`config.mk`:
```
export PLATFORM = sky130hd
export DESIGN_NAME = cbim_top
export DESIGN_NICKNAME = d
export VERILOG_FILES = /design/src/cbim_pkg.sv /design/src/cbim_sync.sv /design/src/cbim_tx.sv /design/src/cbim_top.sv
export SDC_FILE = /design/constraint.sdc
export NUM_CORES = 1
export LEC_CHECK = 0
export ABC_AREA = 1
export ABC_CLOCK_PERIOD_IN_PS = 1300
export BUFFER_PORTS_ARGS = -buffer_cell sky130_fd_sc_hd__buf_2
export CAP_MARGIN = 20
export CELL_PAD_IN_SITES_DETAIL_PLACEMENT = 1
export CELL_PAD_IN_SITES_GLOBAL_PLACEMENT = 1
export CORE_UTILIZATION = 40
export CTS_CLUSTER_SIZE = 40
export DETAILED_ROUTE_END_ITERATION = 8
export GPL_ROUTABILITY_DRIVEN = 0
export PLACE_DENSITY = 0.86
export RECOVER_POWER = 25
export SYNTH_ARGS = -nofsm -noshare
export SYNTH_HDL_FRONTEND = slang
export SYNTH_HIERARCHICAL = 1
export SYNTH_SLANG_ARGS = --single-unit
```
`constraint.sdc`:
```
create_clock -name core_clk -period 1.3 [get_ports core_clk]
set_input_delay 0.13 -clock core_clk [delete_from_list [all_inputs] [get_ports core_clk]]
set_output_delay 0.13 -clock core_clk [all_outputs]
set_load 0.005 [all_outputs]
```
`src/cbim_pkg.sv`:
```
// package: constants and carriers for the contactor bus image mapper
package cbim_pkg;

  // ------------------------------------------------------------
  // image geometry
  // ------------------------------------------------------------
  localparam int CBIM_NUM_SLAVES = 16;
  localparam int CBIM_IMG_BYTES = 8;
  localparam int CBIM_NIBBLE_W = 4;
  localparam int CBIM_COIL_BIT = 0;

  // ------------------------------------------------------------
  // register offsets
  // ------------------------------------------------------------
  localparam logic [7:0] CBIM_OUT_IMG_LO = 8'h00;
  localparam logic [7:0] CBIM_OUT_IMG_HI = 8'h04;
  localparam logic [7:0] CBIM_DIAG_LO = 8'h08;
  localparam logic [7:0] CBIM_DIAG_HI = 8'h0C;
  localparam logic [7:0] CBIM_CTRL = 8'h10;
  localparam logic [7:0] CBIM_IRQ_STAT = 8'h14;
  localparam logic [7:0] CBIM_IRQ_EN = 8'h18;
  localparam logic [7:0] CBIM_IRQ_CLR = 8'h1C;
  localparam logic [7:0] CBIM_TYPE_ERR = 8'h20;
  localparam logic [7:0] CBIM_SLV_DIAG = 8'h24;
  localparam logic [7:0] CBIM_BRK_ERR = 8'h28;

  // ------------------------------------------------------------
  // diagnostic byte 1 and 2 bit positions
  // ------------------------------------------------------------
  localparam int CBIM_B1_MASTER_CFG = 0;
  localparam int CBIM_B1_HOST_CFG = 2;
  localparam int CBIM_B1_COMM = 4;
  localparam int CBIM_B1_BUS_SUP = 6;
  localparam int CBIM_B1_GENERAL = 7;
  localparam int CBIM_B2_SLV_DIAG = 1;
  localparam int CBIM_B2_BREAKER = 3;
  localparam int CBIM_B2_TYPE = 5;
  localparam int CBIM_B2_AUX_SUP = 6;

  // ------------------------------------------------------------
  // interrupt status bits
  // ------------------------------------------------------------
  localparam int CBIM_IRQ_W = 4;
  localparam int CBIM_IRQ_COMM = 0;
  localparam int CBIM_IRQ_CFG = 1;
  localparam int CBIM_IRQ_BRK = 2;
  localparam int CBIM_IRQ_TYPE = 3;

  // ------------------------------------------------------------
  // reset values and link timing
  // ------------------------------------------------------------
  localparam logic [63:0] CBIM_OUT_IMG_RST = 64'h0;
  localparam logic [CBIM_IRQ_W-1:0] CBIM_IRQ_EN_RST = 4'h0;
  localparam logic [0:0] CBIM_CTRL_RST = 1'h0;
  localparam logic [CBIM_IRQ_W-1:0] CBIM_EVT_PREV_RST = 4'h2;
  localparam logic [7:0] CBIM_BIT_DIV = 8'h31;

  // ------------------------------------------------------------
  // carriers
  // ------------------------------------------------------------
  typedef struct packed {
    logic [7:0] addr;
    logic [31:0] wdata;
    logic wr;
    logic rd;
  } cbim_bus_req_t;

  typedef struct packed {
    logic master_config_error;
    logic host_config_error;
    logic link_comm_error;
    logic bus_supply_error;
    logic aux_supply_error;
    logic [CBIM_NUM_SLAVES-1:0] type_mismatch_flag;
    logic [CBIM_NUM_SLAVES-1:0] slave_diag_flag;
    logic [CBIM_NUM_SLAVES-1:0] breaker_trip_flag;
  } cbim_status_t;

endpackage : cbim_pkg

```
`src/cbim_sync.sv`:
```
// three-stage input synchroniser with agreement filter
module cbim_sync
  import cbim_pkg::*;
#(
  parameter int W = 1
)
(
  input wire logic core_clk,
  input wire logic rst_n,
  input wire logic [W-1:0] async_in,
  output logic [W-1:0] sync_out
);

  logic [W-1:0] s1_reg;
  logic [W-1:0] s2_reg;
  logic [W-1:0] s3_reg;

  always_ff @(posedge core_clk or negedge rst_n)
  begin
    if (!rst_n)
    begin
      s1_reg <= '0;
      s2_reg <= '0;
      s3_reg <= '0;
    end
    else
    begin
      s1_reg <= async_in;
      s2_reg <= s1_reg;
      s3_reg <= s2_reg;
    end
  end

  // change accepted only where stages two and three agree
  always_ff @(posedge core_clk or negedge rst_n)
  begin
    if (!rst_n)
      sync_out <= '0;
    else
      sync_out <= (s2_reg & s3_reg) | (sync_out & (s2_reg | s3_reg));
  end

endmodule : cbim_sync

```
`src/cbim_tx.sv`:
```
// serial transmitter of coil commands to addressed slaves
module cbim_tx
  import cbim_pkg::*;
(
  input wire logic core_clk,
  input wire logic rst_n,
  input wire logic enable,
  input wire logic [CBIM_NUM_SLAVES-1:0] coil_cmd,
  output logic tx_data,
  output logic tx_frame,
  output logic [3:0] tx_addr
);

  typedef enum logic [1:0] {TX_IDLE, TX_SEND} cbim_tx_state_t;
  cbim_tx_state_t state_reg;
  logic [7:0] div_reg;
  logic bit_tick;

  // bit-rate enable pulse
  always_ff @(posedge core_clk or negedge rst_n)
  begin
    if (!rst_n)
      div_reg <= 8'h00;
    else if (div_reg == CBIM_BIT_DIV)
      div_reg <= 8'h00;
    else
      div_reg <= div_reg + 8'h01;
  end

  assign bit_tick = (div_reg == CBIM_BIT_DIV);

  // one slave per bit slot, index order follows physical order
  always_ff @(posedge core_clk or negedge rst_n)
  begin
    if (!rst_n)
    begin
      state_reg <= TX_IDLE;
      tx_addr <= 4'h0;
      tx_data <= 1'b0;
      tx_frame <= 1'b0;
    end
    else if (bit_tick)
    begin
      case (state_reg)
        TX_IDLE:
        begin
          tx_frame <= 1'b0;
          tx_data <= 1'b0;
          if (enable)
          begin
            state_reg <= TX_SEND;
            tx_addr <= 4'h0;
            tx_frame <= 1'b1;
            tx_data <= coil_cmd[0];
          end
        end
        TX_SEND:
        begin
          if (tx_addr == 4'hF)
          begin
            state_reg <= TX_IDLE;
            tx_frame <= 1'b0;
            tx_data <= 1'b0;
          end
          else
          begin
            tx_addr <= tx_addr + 4'h1;
            tx_data <= coil_cmd[tx_addr + 4'h1];
          end
        end
        default:
          state_reg <= TX_IDLE;
      endcase
    end
  end

endmodule : cbim_tx

```
`src/cbim_top.sv`:
```
// top of the contactor bus image mapper: images, registers, interrupt
//
// Operation
// - output image is eight bytes, for up to sixteen slaves
// - byte n: slave 2n-1 in low nibble, slave 2n in high
// - slave index 1 is first physical slave, then consecutive
// - coil command is nibble bit 0; upper three bits ignored
// - command 0 means contactor off, 1 means on
// - each coil command is sent to its addressed slave
// - diag byte 1: master cfg, host cfg, comm, supply, general
// - diag byte 2: slave diag, breaker, type summaries, aux supply
// - diag bytes 3 and 4: per-slave type mismatch flags
// - diag bytes 5 and 6: per-slave slave-diagnostics flags
// - diag bytes 7 and 8: per-slave breaker flags
// - master cfg error 0 in data exchange, 1 when offline
// - comm error set when any slave unreachable; slave diagnostics do not set it
module cbim_top
  import cbim_pkg::*;
(
  input wire logic core_clk,
  input wire logic rst_n,
  input wire cbim_pkg::cbim_bus_req_t bus_req,
  output logic [31:0] rdata,
  input wire logic cfg_accepted,
  input wire logic host_cfg_fault,
  input wire logic bus_supply_fault,
  input wire logic aux_supply_fault,
  input wire logic [cbim_pkg::CBIM_NUM_SLAVES-1:0] slave_unreachable,
  input wire logic [cbim_pkg::CBIM_NUM_SLAVES-1:0] slave_type_bad,
  input wire logic [cbim_pkg::CBIM_NUM_SLAVES-1:0] slave_diag_in,
  input wire logic [cbim_pkg::CBIM_NUM_SLAVES-1:0] slave_breaker_in,
  output logic [cbim_pkg::CBIM_NUM_SLAVES-1:0] coil_out,
  output logic link_tx_data,
  output logic link_tx_frame,
  output logic [3:0] link_tx_addr,
  output logic [63:0] diag_image,
  output logic irq
);

  import cbim_pkg::*;

  // ------------------------------------------------------------
  // input synchronisation
  // ------------------------------------------------------------
  localparam int SYNC_W = 4 + 4 * CBIM_NUM_SLAVES;
  logic [SYNC_W-1:0] raw_in;
  logic [SYNC_W-1:0] sync_in;
  cbim_status_t st;

  assign raw_in = {cfg_accepted, host_cfg_fault, bus_supply_fault,
                   aux_supply_fault, slave_unreachable, slave_type_bad,
                   slave_diag_in, slave_breaker_in};

  cbim_sync #(.W(SYNC_W)) u_sync (
    .core_clk(core_clk),
    .rst_n(rst_n),
    .async_in(raw_in),
    .sync_out(sync_in)
  );

  logic cfg_ok;
  assign cfg_ok = sync_in[SYNC_W-1];
  assign st.master_config_error = ~cfg_ok;
  assign st.host_config_error = sync_in[SYNC_W-2];
  assign st.bus_supply_error = sync_in[SYNC_W-3];
  assign st.aux_supply_error = sync_in[SYNC_W-4];
  assign st.link_comm_error = |sync_in[63:48];
  assign st.type_mismatch_flag = sync_in[47:32];
  assign st.slave_diag_flag = sync_in[31:16];
  assign st.breaker_trip_flag = sync_in[15:0];

  // ------------------------------------------------------------
  // registers
  // ------------------------------------------------------------
  logic [63:0] out_img_reg;
  logic [0:0] ctrl_reg;
  logic [CBIM_IRQ_W-1:0] irq_stat_reg;
  logic [CBIM_IRQ_W-1:0] irq_en_reg;
  logic [CBIM_IRQ_W-1:0] irq_event;
  logic [CBIM_IRQ_W-1:0] evt_src;
  logic [CBIM_IRQ_W-1:0] evt_prev_reg;
  logic [CBIM_IRQ_W-1:0] clr_mask;
  logic [CBIM_NUM_SLAVES-1:0] coil_cmd;
  logic [63:0] diag_next;
  logic [31:0] rdata_next;

  always_ff @(posedge core_clk or negedge rst_n)
  begin
    if (!rst_n)
      out_img_reg <= CBIM_OUT_IMG_RST;
    else if (bus_req.wr && bus_req.addr == CBIM_OUT_IMG_LO)
      out_img_reg[31:0] <= bus_req.wdata;
    else if (bus_req.wr && bus_req.addr == CBIM_OUT_IMG_HI)
      out_img_reg[63:32] <= bus_req.wdata;
  end

  // transmit enable
  always_ff @(posedge core_clk or negedge rst_n)
  begin
    if (!rst_n)
      ctrl_reg <= CBIM_CTRL_RST;
    else if (bus_req.wr && bus_req.addr == CBIM_CTRL)
      ctrl_reg <= bus_req.wdata[0:0];
  end

  always_ff @(posedge core_clk or negedge rst_n)
  begin
    if (!rst_n)
      irq_en_reg <= CBIM_IRQ_EN_RST;
    else if (bus_req.wr && bus_req.addr == CBIM_IRQ_EN)
      irq_en_reg <= bus_req.wdata[CBIM_IRQ_W-1:0];
  end

  // ------------------------------------------------------------
  // output image unpacking
  // ------------------------------------------------------------
  genvar gi;
  generate
    for (gi = 0; gi < CBIM_NUM_SLAVES; gi++)
    begin : g_coil
      // slave gi+1 at nibble gi; only the command bit is used
      assign coil_cmd[gi] =
        out_img_reg[gi*CBIM_NIBBLE_W + CBIM_COIL_BIT];
    end
  endgenerate

  // 1 drives coil on, 0 off
  always_ff @(posedge core_clk or negedge rst_n)
  begin
    if (!rst_n)
      coil_out <= '0;
    else
      coil_out <= coil_cmd;
  end

  cbim_tx u_tx (
    .core_clk(core_clk),
    .rst_n(rst_n),
    .enable(ctrl_reg[0] & cfg_ok),
    .coil_cmd(coil_cmd),
    .tx_data(link_tx_data),
    .tx_frame(link_tx_frame),
    .tx_addr(link_tx_addr)
  );

  // ------------------------------------------------------------
  // diagnostic image
  // ------------------------------------------------------------
  always_comb
  begin
    diag_next = 64'h0;
    diag_next[CBIM_B1_MASTER_CFG] = st.master_config_error;
    diag_next[CBIM_B1_HOST_CFG] = st.host_config_error;
    diag_next[CBIM_B1_COMM] = st.link_comm_error;
    diag_next[CBIM_B1_BUS_SUP] = st.bus_supply_error;
    diag_next[CBIM_B1_GENERAL] = st.master_config_error |
      st.host_config_error | st.link_comm_error | st.bus_supply_error |
      st.aux_supply_error;
    diag_next[8 + CBIM_B2_SLV_DIAG] = |st.slave_diag_flag;
    diag_next[8 + CBIM_B2_BREAKER] = |st.breaker_trip_flag;
    diag_next[8 + CBIM_B2_TYPE] = |st.type_mismatch_flag;
    diag_next[8 + CBIM_B2_AUX_SUP] = st.aux_supply_error;
    diag_next[31:16] = st.type_mismatch_flag;
    diag_next[47:32] = st.slave_diag_flag;
    diag_next[63:48] = st.breaker_trip_flag;
  end

  always_ff @(posedge core_clk or negedge rst_n)
  begin
    if (!rst_n)
      diag_image <= 64'h0;
    else
      diag_image <= diag_next;
  end

  // ------------------------------------------------------------
  // interrupts
  // ------------------------------------------------------------
  assign evt_src = {diag_next[8 + CBIM_B2_TYPE],
                    diag_next[8 + CBIM_B2_BREAKER],
                    diag_next[CBIM_B1_MASTER_CFG],
                    diag_next[CBIM_B1_COMM]};
  assign irq_event = evt_src & ~evt_prev_reg;
  assign clr_mask = (bus_req.wr && bus_req.addr == CBIM_IRQ_CLR) ?
                    bus_req.wdata[CBIM_IRQ_W-1:0] : '0;

  always_ff @(posedge core_clk or negedge rst_n)
  begin
    // master cfg error idles high out of reset: no false event
    if (!rst_n)
      evt_prev_reg <= CBIM_EVT_PREV_RST;
    else
      evt_prev_reg <= evt_src;
  end

  // a new event wins over a clear in the same cycle
  always_ff @(posedge core_clk or negedge rst_n)
  begin
    if (!rst_n)
      irq_stat_reg <= '0;
    else
      irq_stat_reg <= (irq_stat_reg & ~clr_mask) | irq_event;
  end

  always_ff @(posedge core_clk or negedge rst_n)
  begin
    if (!rst_n)
      irq <= 1'b0;
    else
      irq <= |(((irq_stat_reg & ~clr_mask) | irq_event) & irq_en_reg);
  end

  // ------------------------------------------------------------
  // read port
  // ------------------------------------------------------------
  always_comb
  begin
    rdata_next = 32'h0;
    if (bus_req.addr == CBIM_OUT_IMG_LO)
      rdata_next = out_img_reg[31:0];
    else if (bus_req.addr == CBIM_OUT_IMG_HI)
      rdata_next = out_img_reg[63:32];
    else if (bus_req.addr == CBIM_DIAG_LO)
      rdata_next = diag_image[31:0];
    else if (bus_req.addr == CBIM_DIAG_HI)
      rdata_next = diag_image[63:32];
    else if (bus_req.addr == CBIM_CTRL)
      rdata_next = {31'h0, ctrl_reg};
    else if (bus_req.addr == CBIM_IRQ_STAT)
      rdata_next = {28'h0, irq_stat_reg};
    else if (bus_req.addr == CBIM_IRQ_EN)
      rdata_next = {28'h0, irq_en_reg};
    else if (bus_req.addr == CBIM_TYPE_ERR)
      rdata_next = {16'h0, diag_image[31:16]};
    else if (bus_req.addr == CBIM_SLV_DIAG)
      rdata_next = {16'h0, diag_image[47:32]};
    else if (bus_req.addr == CBIM_BRK_ERR)
      rdata_next = {16'h0, diag_image[63:48]};
  end

  always_ff @(posedge core_clk or negedge rst_n)
  begin
    if (!rst_n)
      rdata <= 32'h0;
    else if (bus_req.rd)
      rdata <= rdata_next;
    else
      rdata <= 32'h0;
  end

  // ------------------------------------------------------------
  // checks
  // ------------------------------------------------------------
  a_coil_follows: assert property (
    @(posedge core_clk) disable iff (!rst_n)
    coil_out == $past(coil_cmd))
    else $error("coil output not following image");
  a_nibble_map: assert property (
    @(posedge core_clk) disable iff (!rst_n)
    coil_out[1] == $past(out_img_reg[4]) &&
    coil_out[8] == $past(out_img_reg[32]) &&
    coil_out[15] == $past(out_img_reg[60]))
    else $error("nibble mapping wrong");
  a_upper_ignored: assert property (
    @(posedge core_clk) disable iff (!rst_n)
    (out_img_reg & 64'h1111_1111_1111_1111) ==
    ($past(out_img_reg) & 64'h1111_1111_1111_1111) |=> $stable(coil_out))
    else $error("coil changed without command bit change");
  a_unused_zero: assert property (
    @(posedge core_clk) disable iff (!rst_n)
    (diag_image[5] | diag_image[3] | diag_image[1] | diag_image[8]
     | diag_image[10] | diag_image[12] | diag_image[15]) == 1'b0)
    else $error("unused diagnostic bit set");
  a_master_cfg: assert property (
    @(posedge core_clk) disable iff (!rst_n)
    $past(rst_n) |-> diag_image[0] == ~$past(cfg_ok))
    else $error("master config flag wrong");
  a_offline_idle: assert property (
    @(posedge core_clk) disable iff (!rst_n)
    !link_tx_frame && !cfg_ok |=> !link_tx_frame)
    else $error("frame started while configuration not accepted");
  a_comm_flag: assert property (
    @(posedge core_clk) disable iff (!rst_n)
    diag_image[4] == $past(|sync_in[63:48]))
    else $error("comm error flag wrong");
  a_breaker_sum: assert property (
    @(posedge core_clk) disable iff (!rst_n)
    diag_image[11] == (|diag_image[63:48]))
    else $error("breaker summary mismatch");
  a_type_sum: assert property (
    @(posedge core_clk) disable iff (!rst_n)
    diag_image[13] == (|diag_image[31:16]))
    else $error("type summary mismatch");
  a_diag_sum: assert property (
    @(posedge core_clk) disable iff (!rst_n)
    diag_image[9] == (|diag_image[47:32]))
    else $error("slave diag summary mismatch");
  a_general_err: assert property (
    @(posedge core_clk) disable iff (!rst_n)
    diag_image[7] == (diag_image[0] | diag_image[2] | diag_image[4] |
      diag_image[6] | diag_image[14]))
    else $error("general error not matching its sources");
  a_tx_addressed: assert property (
    @(posedge core_clk) disable iff (!rst_n)
    link_tx_frame && ($rose(link_tx_frame) || $changed(link_tx_addr))
    |-> (($past(coil_cmd) >> link_tx_addr) & 16'h0001) ==
        {15'h0, link_tx_data})
    else $error("transmitted bit not the addressed slave command");
  a_first_slot: assert property (
    @(posedge core_clk) disable iff (!rst_n)
    $rose(link_tx_frame) |-> link_tx_addr == 4'h0)
    else $error("frame not opened at the first slave");
  a_last_slot: assert property (
    @(posedge core_clk) disable iff (!rst_n)
    $fell(link_tx_frame) |-> link_tx_addr == 4'hF)
    else $error("frame closed before the last slave");

endmodule : cbim_top

```
# After elaboration in Yosys (flattened, before gate mapping)
# Index checks and enable logic that the tools add are counted.
[op_classes]
mul = 0
bitwise_logic = 17
addsub = 2
n_div = 0
n_lt_le_gt_ge = 1
shift = 0
n_eq_ne = 16
n_reduce_logical = 18
mux = 27
[ops]
columns = ["op", "n"]
rows = [
  ["32-bit 2-to-1 mux", 5],
  ["68-bit bitwise AND", 2],
  ["68-bit bitwise OR", 2],
  ["16-bit 2-to-1 mux", 6],
  ["16-bit OR reduction", 4],
  ["8-bit by 5-bit == test with 1-bit output (second input constant)", 4],
  ["8-bit by 6-bit == test with 1-bit output (second input constant)", 4],
  ["8-bit by 4-bit == test with 1-bit output (second input constant)", 2],
  ["4-bit bitwise AND", 3],
  ["4-bit 2-to-1 mux", 3],
  ["8-bit by 1-bit adder with 8-bit output (second input constant)", 1],
  ["8-bit by 3-bit == test with 1-bit output (second input constant)", 1],
  ["8-bit zero test", 1],
  ["8-bit 2-to-1 mux", 1],
  ["4-bit inverter", 2],
  ["4-bit one-hot mux with 2 select lines", 1],
  ["3-bit AND reduction", 2],
  ["1-bit logical AND", 5],
  ["4-bit by 5-bit less-than comparator with 1-bit output (second input constant)", 1],
  ["1-bit 2-to-1 mux", 5],
  ["4-bit by 1-bit adder with 4-bit output (second input constant)", 1],
  ["1-bit binary-select mux with 4-bit select", 1],
  ["4-bit == test (second input constant)", 1],
  ["2-bit 2-to-1 mux", 2],
  ["14 further kinds", 21],
]
[word_totals]
wordCells = 100
output_inout_bits = 119
memories = 0
input_bits = 112
ff_bits = 471
ramBits = 0
latch_bits = 0
romBits = 0

# Logic depth before layout (Yosys ltp)
# Gate-level depths: netlist of the first run.
[depth]
word_depth = 12
mapped_depth = 13
ltp_nobuf = 13

# Cells and area by module
# The synthesis of the first run kept the hierarchy.
[by_module_without_submodules]
columns = ["module", "instances", "seq_area_each_um2", "cells_per_inst", "area_each_um2"]
rows = [
  ["cbim_sync", 1, 6806.5, 544, 7912.6],
  ["cbim_top", 1, 4505.6, 771, 7399.6],
  ["cbim_tx", 1, 375.4, 130, 935.9],
]

# Worst setup path after synthesis of the first run
# OpenSTA, ideal clock, no wires.
[synth_timing]
path_kind = "register to register"
start = "register u_tx.tx_addr[0]"
end = "register u_tx.tx_data"
arrival_ns = 1.246
synth_period_minus_slack_ns = 1.324
setup_ns = 0.077
setup_slack_ns = -0.024
path_stages_with_launch = 9
t_required_ns = 1.223
path_buffers = 0
path_cell_list = "dfrtp_1 > ha_1 > inv_1 > nand3_1 > nand3_1 > nand3_1 > nand2_1 > nand2_1 > a21oi_1"
[synth_via]
elab_chain_len = 5
word_cells_on_any_way = 6
classes_between = "add/sub: 1; eq/ne: 1; mux: 4"
[synth_rtl]
columns = ["element", "line", "text"]
rows = [
  ["from (decl)", "cbim_tx.sv:11", "output logic [3:0] tx_addr"],
  ["from (signal assigned)", "cbim_tx.sv:67", "tx_addr <= tx_addr + 4'h1;"],
  ["4-bit by 1-bit adder with 4-bit output", "cbim_tx.sv:68", "tx_data <= coil_cmd[tx_addr + 4'h1];"],
  ["1-bit binary-select mux with 4-bit select", "cbim_tx.sv:68", ""],
  ["1-bit 2-to-1 mux (implied by the code)", "cbim_tx.sv:68", ""],
  ["1-bit 2-to-1 mux (*)", "cbim_tx.sv:59", "if (tx_addr == 4'hF)"],
  ["1-bit one-hot mux with 2 select lines (*)", "cbim_tx.sv:44", "case (state_reg)"],
  ["to (signal assigned)", "cbim_tx.sv:54", "tx_data <= coil_cmd[0];"],
  ["to (signal assigned)", "cbim_tx.sv:68", ""],
  ["to (decl)", "cbim_tx.sv:9", "output logic tx_data,"],
]
# Every way passes the cells marked *; elsewhere a longest branch is shown, timed or not. The select of a mux whose other input is x is not followed.
# A chain may end at the register's enable or synchronous reset.

# Final worst setup path of the first run
[layout_timing]
start = "register u_sync.sync_out[35]"
end = "register irq"
[layout_via]
elab_chain_len = 5
[layout_rtl]
columns = ["element", "line", "text"]
rows = [
  ["from (decl)", "cbim_sync.sv:11", "output logic [W-1:0] sync_out"],
  ["from (signal assigned)", "cbim_sync.sv:40", "sync_out <= (s2_reg & s3_reg) | (sync_out & (s2_reg | s3_reg));"],
  ["16-bit OR reduction", "cbim_top.sv:161", "diag_next[8 + CBIM_B2_TYPE] = |st.type_mismatch_flag;"],
  ["named net diag_next[13]", "cbim_top.sv:84", "logic [63:0] diag_next;"],
  ["4-bit bitwise AND", "cbim_top.sv:183", "assign irq_event = evt_src & ~evt_prev_reg;"],
  ["4-bit bitwise OR", "cbim_top.sv:210", "irq <= |(((irq_stat_reg & ~clr_mask) | irq_event) & irq_en_reg);"],
  ["4-bit bitwise AND", "cbim_top.sv:210", ""],
  ["4-bit OR reduction", "cbim_top.sv:210", ""],
  ["to (signal assigned)", "cbim_top.sv:210", ""],
  ["to (decl)", "cbim_top.sv:37", "output logic irq"],
]
# The timed path passes the listed nets, and every way through them passes these cells.

==> results of run 1 <==
==> cell families (layout without fill, tap and decap cells) <==
family,Yosys count,count (layout),share of synthesized area (%)
DFF,467,467,71.93
other,1,8,0.02308
AOI/OAI and AO/OA,278,278,8.956
xor gates and xnor gates,6,6,0.3234
adders and majority gates,3,3,0.2310
and+or+nand+nor,489,489,13.11
buffers and inverters,201,779,5.429
==> what timing repair did <==
item / 4_1_cts / 5_1_grt
resized for setup: 86 / 140
buffers inserted: 72 / 19
hold endpoints to repair: 611 / 0
pin swaps: 22 / 51
hold buffers: 103 / 0
setup endpoints to repair: 71 / 97
==> synth_stat cells (2+ instances only) <==
| cell | n |
|---|---|
| ha_1 | 3 |
| nand3b_1 | 3 |
| o21ai_1 | 37 |
| inv_1 | 146 |
| inv_2 | 7 |
| nor2_2 | 3 |
| nand3_2 | 3 |
| or2_2 | 10 |
| nand4_1 | 6 |
| dfrtp_1 | 466 |
| buf_4 | 14 |
| nor2_4 | 3 |
| nor3_2 | 2 |
| nand2_2 | 6 |
| buf_6 | 7 |
| buf_2 | 15 |
| a21oi_1 | 122 |
| o22ai_1 | 9 |
| nor4_1 | 10 |
| a31oi_1 | 17 |
| clkbuf_1 | 10 |
| nand2_4 | 3 |
| o21ai_0 | 86 |
| xor2_1 | 5 |
| nand3_1 | 58 |
| or2_0 | 4 |
| nand2_1 | 259 |
| a21oi_2 | 4 |
| nor3_1 | 3 |
| nor2_1 | 112 |
==> final timing paths <==
| check | from | end | slack (ns) |
|---|---|---|---|
| max | u_sync/sync_out[35] | irq | -0.39 |
| min | bus_req[1] | irq_stat_reg[2] | 0.09 |
| max reg2reg | u_sync/sync_out[35] | irq | -0.39 |
| min reg2reg | u_sync/s1_reg[23] | u_sync/s2_reg[23] | 0.35 |
| max in group asynchronous | rst_n | diag_image[14] | -0.16 |
| min in group asynchronous | rst_n | diag_image[16] | 0.20 |
==> final cells by class <==
type,instances,share of cell area [%]
Antenna cell,1,0.01085
Clock buffer,63,5.793
Clock inverter,22,1.139
Inverter,153,2.555
Multi-Input combinational cell,783,18.32
Sequential cell,467,50.83
Tap cell,525,2.848
Timing Repair Buffer,541,18.51
==> stage by stage <==
| step | instance area (um^2) | utilization, % |
|---|---|---|
| 6_report | 23070 | 57.79 |
| 5_1_grt | 23070 | 57.79 |
| 3_5_place_dp | 18970 | 47.53 |
| 3_3_place_gp | 18970 | 47.53 |
| 4_1_cts | 22450 | 56.26 |
| 2_1_floorplan | 16290 | - |
==> metal layers <==
layer	global-route usage (%)	vias to the layer above	wire, um
met5	0	-	35
met4	19.47	6	4868
met3	6.392	286	5433
met2	53.35	753	33560
met1	35.98	7209	23980
li1	-	5714	-
==> power by group through the flow <==
stage	Clock, W	Combinational [W]	Sequential, W
4_1_cts	0.0141	0.00278	0.0161
5_1_grt	0.0150	0.00333	0.0163
3_5_place_dp	0	0.00204	0.0164
6_report	0.0143	0.00314	0.0162
3_3_place_gp	0	0.00188	0.0163
2_1_floorplan	0	0.000573	0.0161
==> layout by cell type (no fill, tap or decap), types with 34 or more instances in the layout <==
master           n
a21oi_1        108
nor2_1         101
o21ai_0         78
o21ai_1         34
inv_1          142
clkbuf_16       47
dfrtp_1        435
nand2_2         36
buf_2          180
buf_6           49
dlygate4sd3_1  102
nand2_1        226
buf_4          175
==> critical path, stage by stage (launching register included) <==
cell and delay, ns:
dfrtp_2 0.50, nor2_4 0.12, nand4_1 0.15, nand3b_1 0.33, nand2_2 0.21, nand2_2 0.08
nand2_2 0.06, nand4_1 0.09
==> results.toml, run 1 <==
[timing]
setup_ws_ns = -0.3912
tightest_slew_ns = 0.9127
holdWs_ns = 0.09393
fin_crit_sh_pct = 130.1
tns_ns = -19.80
setup_viol = 245
finalCriticalPeriod_ns = 1.691
hold_viol = 0
slew_headroom_pct = 39.15
clock_skew_ns = 0.02085
drv_slew = 0
clock.fmax_ghz = 0.5913
rsz0062_at_grt = "yes"

[global_route]
overflow = 0
track_usage_pct = 31.23
grt_max_degree = 77
antenna_found_initial = 4
grt_pass1_vias = 15370
grt_pass1_wl_um = 95290

[route]
firstDrtPassIters = 5
wl_um = 67880
avgViaCountPerCell = 5.467
initialDrtViolationCount = 1244
drc = 0
postRouteAntennaNets = 0
vias = 13970
wl_per_cell_um = 26.57

[power_and_ir_drop]
peakVddDrop_v = 0.001296
combPwrFrac_pct = 9.4
p_switching_w = 0.008699
intPower_w = 0.02492
clockPowerShare_pct = 42.4
power.leakage_nw = 11.27
pwr_density_cell_nw_per_um2 = 1458
power_w = 0.03362
p_seq_share_pct = 48.2
power.share.switching_pct = 25.87

[floorplanning]
start_util_pct = 40.71
rows = 73
pin_count = 231
die_h_um = 203.5
dieWidth_um = 203.5
design.core.area_um2 = 39910
die_area_um2 = 41430

[logic_synthesis]
netlist.area_leader.share_pct = 71.77
syn_area_per_cell_um2 = 11.24
synth_top_area_cell = "dfrtp_1"
synthCells = 1445
synth.distinct_cells = 42
synth_area_leaders = "dfrtp_1 (72%), nand2_1 (6.0%), a21oi_1 (3.8%)"
ys.flop_type = "dfrtp_1"
synth_edf_count = 0
yosysSeqAreaShare_pct = 71.93
synth_area_um2 = 16250
yosys_warnings = 6
async_reset_ff_share_pct = 100.0
ys_ff_latch = 467

[clock_network]
ctsLongestPathBuffers = 3
cts-htree-levels = 2
cts-root-buf = "clkbuf_16"
clkSlewWorstSetupHoldPaths_ns = 0.08
cts-buffers-inserted = 47
clk_latency_ns = 0.60
cts_tree = "built"
cts_sinks = 467

[critical_path]
crit_path_start_kind = "flop"
arrival_ns = 2.15
crit_path_max_fanout = 2
cp-end-kind = "flop"
r2r_cells = 7
worstSetupPathType = "flop to flop"
required_ns = 1.76

[placement]
hpwl_um = 37270
io_buffers = 223
dp.cells = 2279
dp_slack_ns = -0.5010

[layout]
syn2layout_area_growth_pct = 41.98
nFillCells = 4132
multiInputGateArea_um2 = 4225
seqCellArea_um2 = 11730
final_cell_count_no_fill = 2555
drive_above_1_share_pct = 34.15
nets = 2108

[hold_path]
hold_class = "primary input to flop"
worstHoldPathCells = 4

[run]
cap_viol_max_count = 0

[run_status]
status = "complete, but fails checks"
violations = "setup timing"
(Power assumes the default switching activity.)
==> run 2, diff against run 1 <==
- CTS_CLUSTER_SIZE: 40 -> unset
- SKIP_LAST_GASP: unset -> 1
==> results.toml, run 2 (synthesized netlist as in run 1, its figures left out) <==
[timing]
tightest_slew_ns = 0.9135
fin_crit_sh_pct = 128.0
hold_viol = 0
setup_viol = 227
finalCriticalPeriod_ns = 1.663
clock.fmax_ghz = 0.6011
rsz0062_at_grt = "yes"
clock_skew_ns = 0.03642
setup_ws_ns = -0.3635
slew_headroom_pct = 39.10
drv_slew = 0

[clock_network]
cts-buffers-inserted = 47
clk_latency_ns = 0.61
clkSlewWorstSetupHoldPaths_ns = 0.08
ctsLongestPathBuffers = 3
cts_tree = "built"
cts_sinks = 467
cts-htree-levels = 2
cts-root-buf = "clkbuf_16"

[global_route]
track_usage_pct = 31.23
overflow = 0
antenna_found_initial = 3
grt_max_degree = 77
grt_pass1_wl_um = 95290
grt_pass1_vias = 15370

[placement]
dp.cells = 2279
post_dp_cell_area_um2 = 18970
hpwl_um = 37270
io_buffers = 223

[layout]
nets = 2108
final_cell_count_no_fill = 2554
mostFrequentLayoutCell = "dfrtp_1"
nFillCells = 4138
layout_common_cells = "dfrtp_1 (436), nand2_1 (229), buf_2 (180), buf_4 (175), inv_1 (143)"
syn2layout_area_growth_pct = 41.83
drive_above_1_share_pct = 33.86
antennaDiodeCount = 0
fin_area_um2 = 23040
fin_util_pct = 57.73

[floorplanning]
rows = 73
die_h_um = 203.5
start_util_pct = 40.71
design.core.area_um2 = 39910
dieWidth_um = 203.5
die_area_um2 = 41430
pin_count = 231

[critical_path]
required_ns = 1.75
crit_path_max_fanout = 2
arrival_ns = 2.12
worstSetupPathType = "flop to flop"
cp-end-kind = "flop"
crit_path_start_kind = "flop"

[route]
firstDrtPassIters = 5
drc = 0
postRouteAntennaNets = 0
wl_per_cell_um = 27.03
vias = 14000
initialDrtViolationCount = 1307
avgViaCountPerCell = 5.481
wl_um = 69050

[power_and_ir_drop]
intPower_w = 0.02492
p_seq_share_pct = 48.2
power.share.switching_pct = 26.01
combPwrFrac_pct = 9.3
pwr_density_cell_nw_per_um2 = 1462
power.leakage_nw = 11.26
power_w = 0.03368
p_switching_w = 0.008762
peakVddDrop_v = 0.001297
clockPowerShare_pct = 42.5

[run_status]
violations = "setup timing"
status = "complete, but fails checks"

[hold_path]
hold_class = "primary input to flop"

[run]
cap_viol_max_count = 0
==> run 2: changes by cell type in the layout (fill, tap and decap cells not counted) <==
cell,change
dfrtp_1,+1
dfrtp_2,-1
diode_2,-1
inv_1,+1
inv_2,-1
nand2_1,+3
nand2_2,-1
nand2_4,-2
nor2_1,+1
nor2_2,-1
o21ai_0,+1
o21ai_1,-1
==> run 2: final timing paths <==
| kind | from | end | slack [ns] | cells after the start |
|---|---|---|---|---|
| worst max register to register | u_sync/sync_out[35] | irq | -0.36 | 7 |
| worst max-delay path | u_sync/sync_out[35] | irq | -0.36 | 7 |
| worst min-delay path | bus_req[1] | ctrl_reg | 0.09 | 3 |
| min in group asynchronous | rst_n | diag_image[16] | 0.20 | 2 |
| worst min register to register | u_sync/s1_reg[23] | u_sync/s2_reg[23] | 0.35 | 0 |
| max in group asynchronous | rst_n | diag_image[37] | -0.14 | 4 |
==> run 2: layout make-up <==
| class | count | area, um^2 | area share [%] |
|---|---|---|---|
| inverters | 153 | 589.3 | 2.557 |
| well taps | 525 | 656.9 | 2.850 |
| flip-flops and latches | 467 | 11730 | 50.88 |
| repair buffers | 541 | 4269 | 18.53 |
| clock inverters | 22 | 262.8 | 1.140 |
| clock buffers | 63 | 1336 | 5.799 |
| multi-input cells | 783 | 4205 | 18.25 |
==> run 2: stage by stage <==
stage               hold WS [ns]  worst slack, ns  TNS (ns)
finish                   0.08783          -0.3635    -18.86
global route              0.1061          -0.3692    -45.18
CTS                     0.001806          -0.2134    -3.649
detailed placement     -0.002595          -0.5010    -39.37
global placement       -0.003927          -0.3663    -28.78
floorplan                -0.1656          0.02240         0
==> run 2: per-layer routing <==
metal  part of all wire [%]  vias to the layer above  track usage, %
li1                       -                     5721               -
met1                     35                     7112           35.98
met2                     49                      854           53.35
met3                    8.0                      308           6.392
met4                    7.5                        4           19.47
met5                  0.039                        -               0
==> run 2: worst max-delay path, cell delays in order (launching register included) <==
cell and delay, ns:
dfrtp_2 0.51, nor2_4 0.12, nand4_1 0.12, nand3b_1 0.33
nand2_2 0.19, nand2_2 0.08, nand2_2 0.07, nand4_1 0.10
==> run 2: power groups by stage <==
| stage | Sequential [W] | Combinational (W) | Clock (W) |
|---|---|---|---|
| after detailed placement | 0.0164 | 0.00204 | 0 |
| after global routing | 0.0163 | 0.00332 | 0.0150 |
| after global placement | 0.0163 | 0.00188 | 0 |
| after floorplan | 0.0161 | 0.000573 | 0 |
| after CTS | 0.0161 | 0.00278 | 0.0141 |
| final | 0.0162 | 0.00314 | 0.0143 |
==> run 2: repair_timing <==
item | 4_1_cts | 5_1_grt
buffers inserted | 72 | 19
hold buffers | 103 | 0
setup endpoints to repair | 71 | 97
endpoints found under the hold margin | 611 | 0
resized for setup | 86 | 131
pin swaps | 21 | 50
==> run 3, diff against run 2 <==
- RECOVER_POWER: 25 -> unset
==> results.toml, run 3 (synthesized netlist as in run 1, its figures left out) <==
[floorplanning]
start_util_pct = 40.71
rows = 73
die_area_um2 = 41430
design.core.area_um2 = 39910
dieWidth_um = 203.5
die_h_um = 203.5
pin_count = 231

[power_and_ir_drop]
pwr_density_cell_nw_per_um2 = 1459
peakVddDrop_v = 0.001299
power.leakage_nw = 11.30

[timing]
rsz0062_at_grt = "yes"
clock_skew_ns = 0.03403
setup_ws_ns = -0.3591
setup_viol = 70
tightest_slew_ns = 0.6688
slew_headroom_pct = 55.21
holdWs_ns = -0.01180
clock.fmax_ghz = 0.6027
finalCriticalPeriod_ns = 1.659
drv_slew = 0
fin_crit_sh_pct = 127.6
hold_viol = 3

[placement]
dp_slack_ns = -0.5010
dp.cells = 2279
hpwl_um = 37270
post_dp_cell_area_um2 = 18970
io_buffers = 223

[clock_network]
cts-buffers-inserted = 47
cts_sinks = 467
clkSlewWorstSetupHoldPaths_ns = 0.08
clk_latency_ns = 0.61
ctsLongestPathBuffers = 3
cts-root-buf = "clkbuf_16"
cts-htree-levels = 2
cts_tree = "built"

[critical_path]
crit_path_start_kind = "flop"
worstSetupPathType = "flop to flop"
rr_startpoint = "u_sync/sync_out[35]"
arrival_ns = 2.12
reg2reg_to = "irq"
crit_path_max_fanout = 2
r2r_cells = 7
cp-end-kind = "flop"
r2r_slack_ns = -0.36
required_ns = 1.76

[layout]
antennaDiodeCount = 0
nets = 2108
drive_above_1_share_pct = 34.40
mostFrequentLayoutCell = "dfrtp_1"
layout_common_cells = "dfrtp_1 (436), nand2_1 (229), buf_2 (191), buf_4 (175), inv_1 (143)"
fin_util_pct = 57.86
syn2layout_area_growth_pct = 42.13
final_cell_count_no_fill = 2554
fin_area_um2 = 23090

[global_route]
track_usage_pct = 31.23
grt_pass1_vias = 15370
overflow = 0
antenna_found_initial = 3
grt_max_degree = 77
grt_pass1_wl_um = 95290

[route]
wl_um = 69100
initialDrtViolationCount = 1299
drc = 0
avgViaCountPerCell = 5.489
postRouteAntennaNets = 0
wl_per_cell_um = 27.06
vias = 14020
firstDrtPassIters = 6

[hold_path]
hold_class = "primary input to async pin"

[run]
cap_viol_max_count = 0

[run_status]
status = "complete, but fails checks"
violations = "hold timing, setup timing"
## run 3: cell types whose count changed in the layout (fill, tap and decap cells not counted), sizes merged
| cell | before | now |
|---|---|---|
| clkbuf | 77 | 63 |
| buf | 425 | 439 |
## run 3: routing by layer
metal,vias up,GRT usage [%],wire length [um]
met5,-,0,27
met4,4,19.47,5096
met3,303,6.392,5633
met2,829,53.35,33820
met1,7168,35.98,24520
li1,5714,-,-
## run 3: area by class of cell
class	count	area, um^2
Fill cell	4128	16820
Sequential cell	467	11730
Timing Repair Buffer	541	4318
Multi-Input combinational cell	783	4205
Clock buffer	63	1336
Tap cell	525	656.9
Inverter	153	589.3
Clock inverter	22	262.8
## run 3: how the worst max path moves through the flow
stage | from | to | slack, ns | cells past startpoint
after CTS | u_sync/sync_out[48] | diag_image[7] | -0.21 | 4
final | u_sync/sync_out[35] | irq | -0.36 | 7
after global routing | u_sync/sync_out[55] | irq | -0.37 | 7
after global placement | bus_req[35] | rdata[5] | -0.37 | 11
after floorplan | bus_req[34] | rdata[4] | 0.02 | 9
after detailed placement | bus_req[35] | rdata[7] | -0.50 | 11
## run 3: per-stage QoR
stage	power (W)	setup TNS, ns
floorplan	0.01668	0
global placement	0.01818	-28.78
detailed placement	0.01843	-39.37
CTS	0.03291	-3.649
global route	0.03462	-7.240
finish	0.03370	-5.527
## run 3: worst max-delay path, stage by stage (launching register included)
cell and delay [ns]:
dfrtp_2 0.51, nor2_4 0.12, nand4_1 0.12, nand3b_1 0.33, nand2_2 0.19, nand2_2 0.08
nand2_2 0.07, nand4_1 0.10
## run 3: repair_timing
| action | in CTS | in global routing |
|---|---|---|
| setup buffers | 72 | 19 |
| setup endpoints to repair | 71 | 97 |
| hold buffers | 103 | 0 |
| pin swaps | 21 | 50 |
| gates cloned | 0 | 0 |
| hold endpoints to repair | 611 | 0 |
| gates resized for setup | 86 | 131 |
## run 3: power breakdown
| group | switching (W) | internal (W) |
|---|---|---|
| Clock | 0.00623 | 0.00808 |
| Combinational | 0.00171 | 0.00145 |
| Sequential | 0.000821 | 0.0154 |
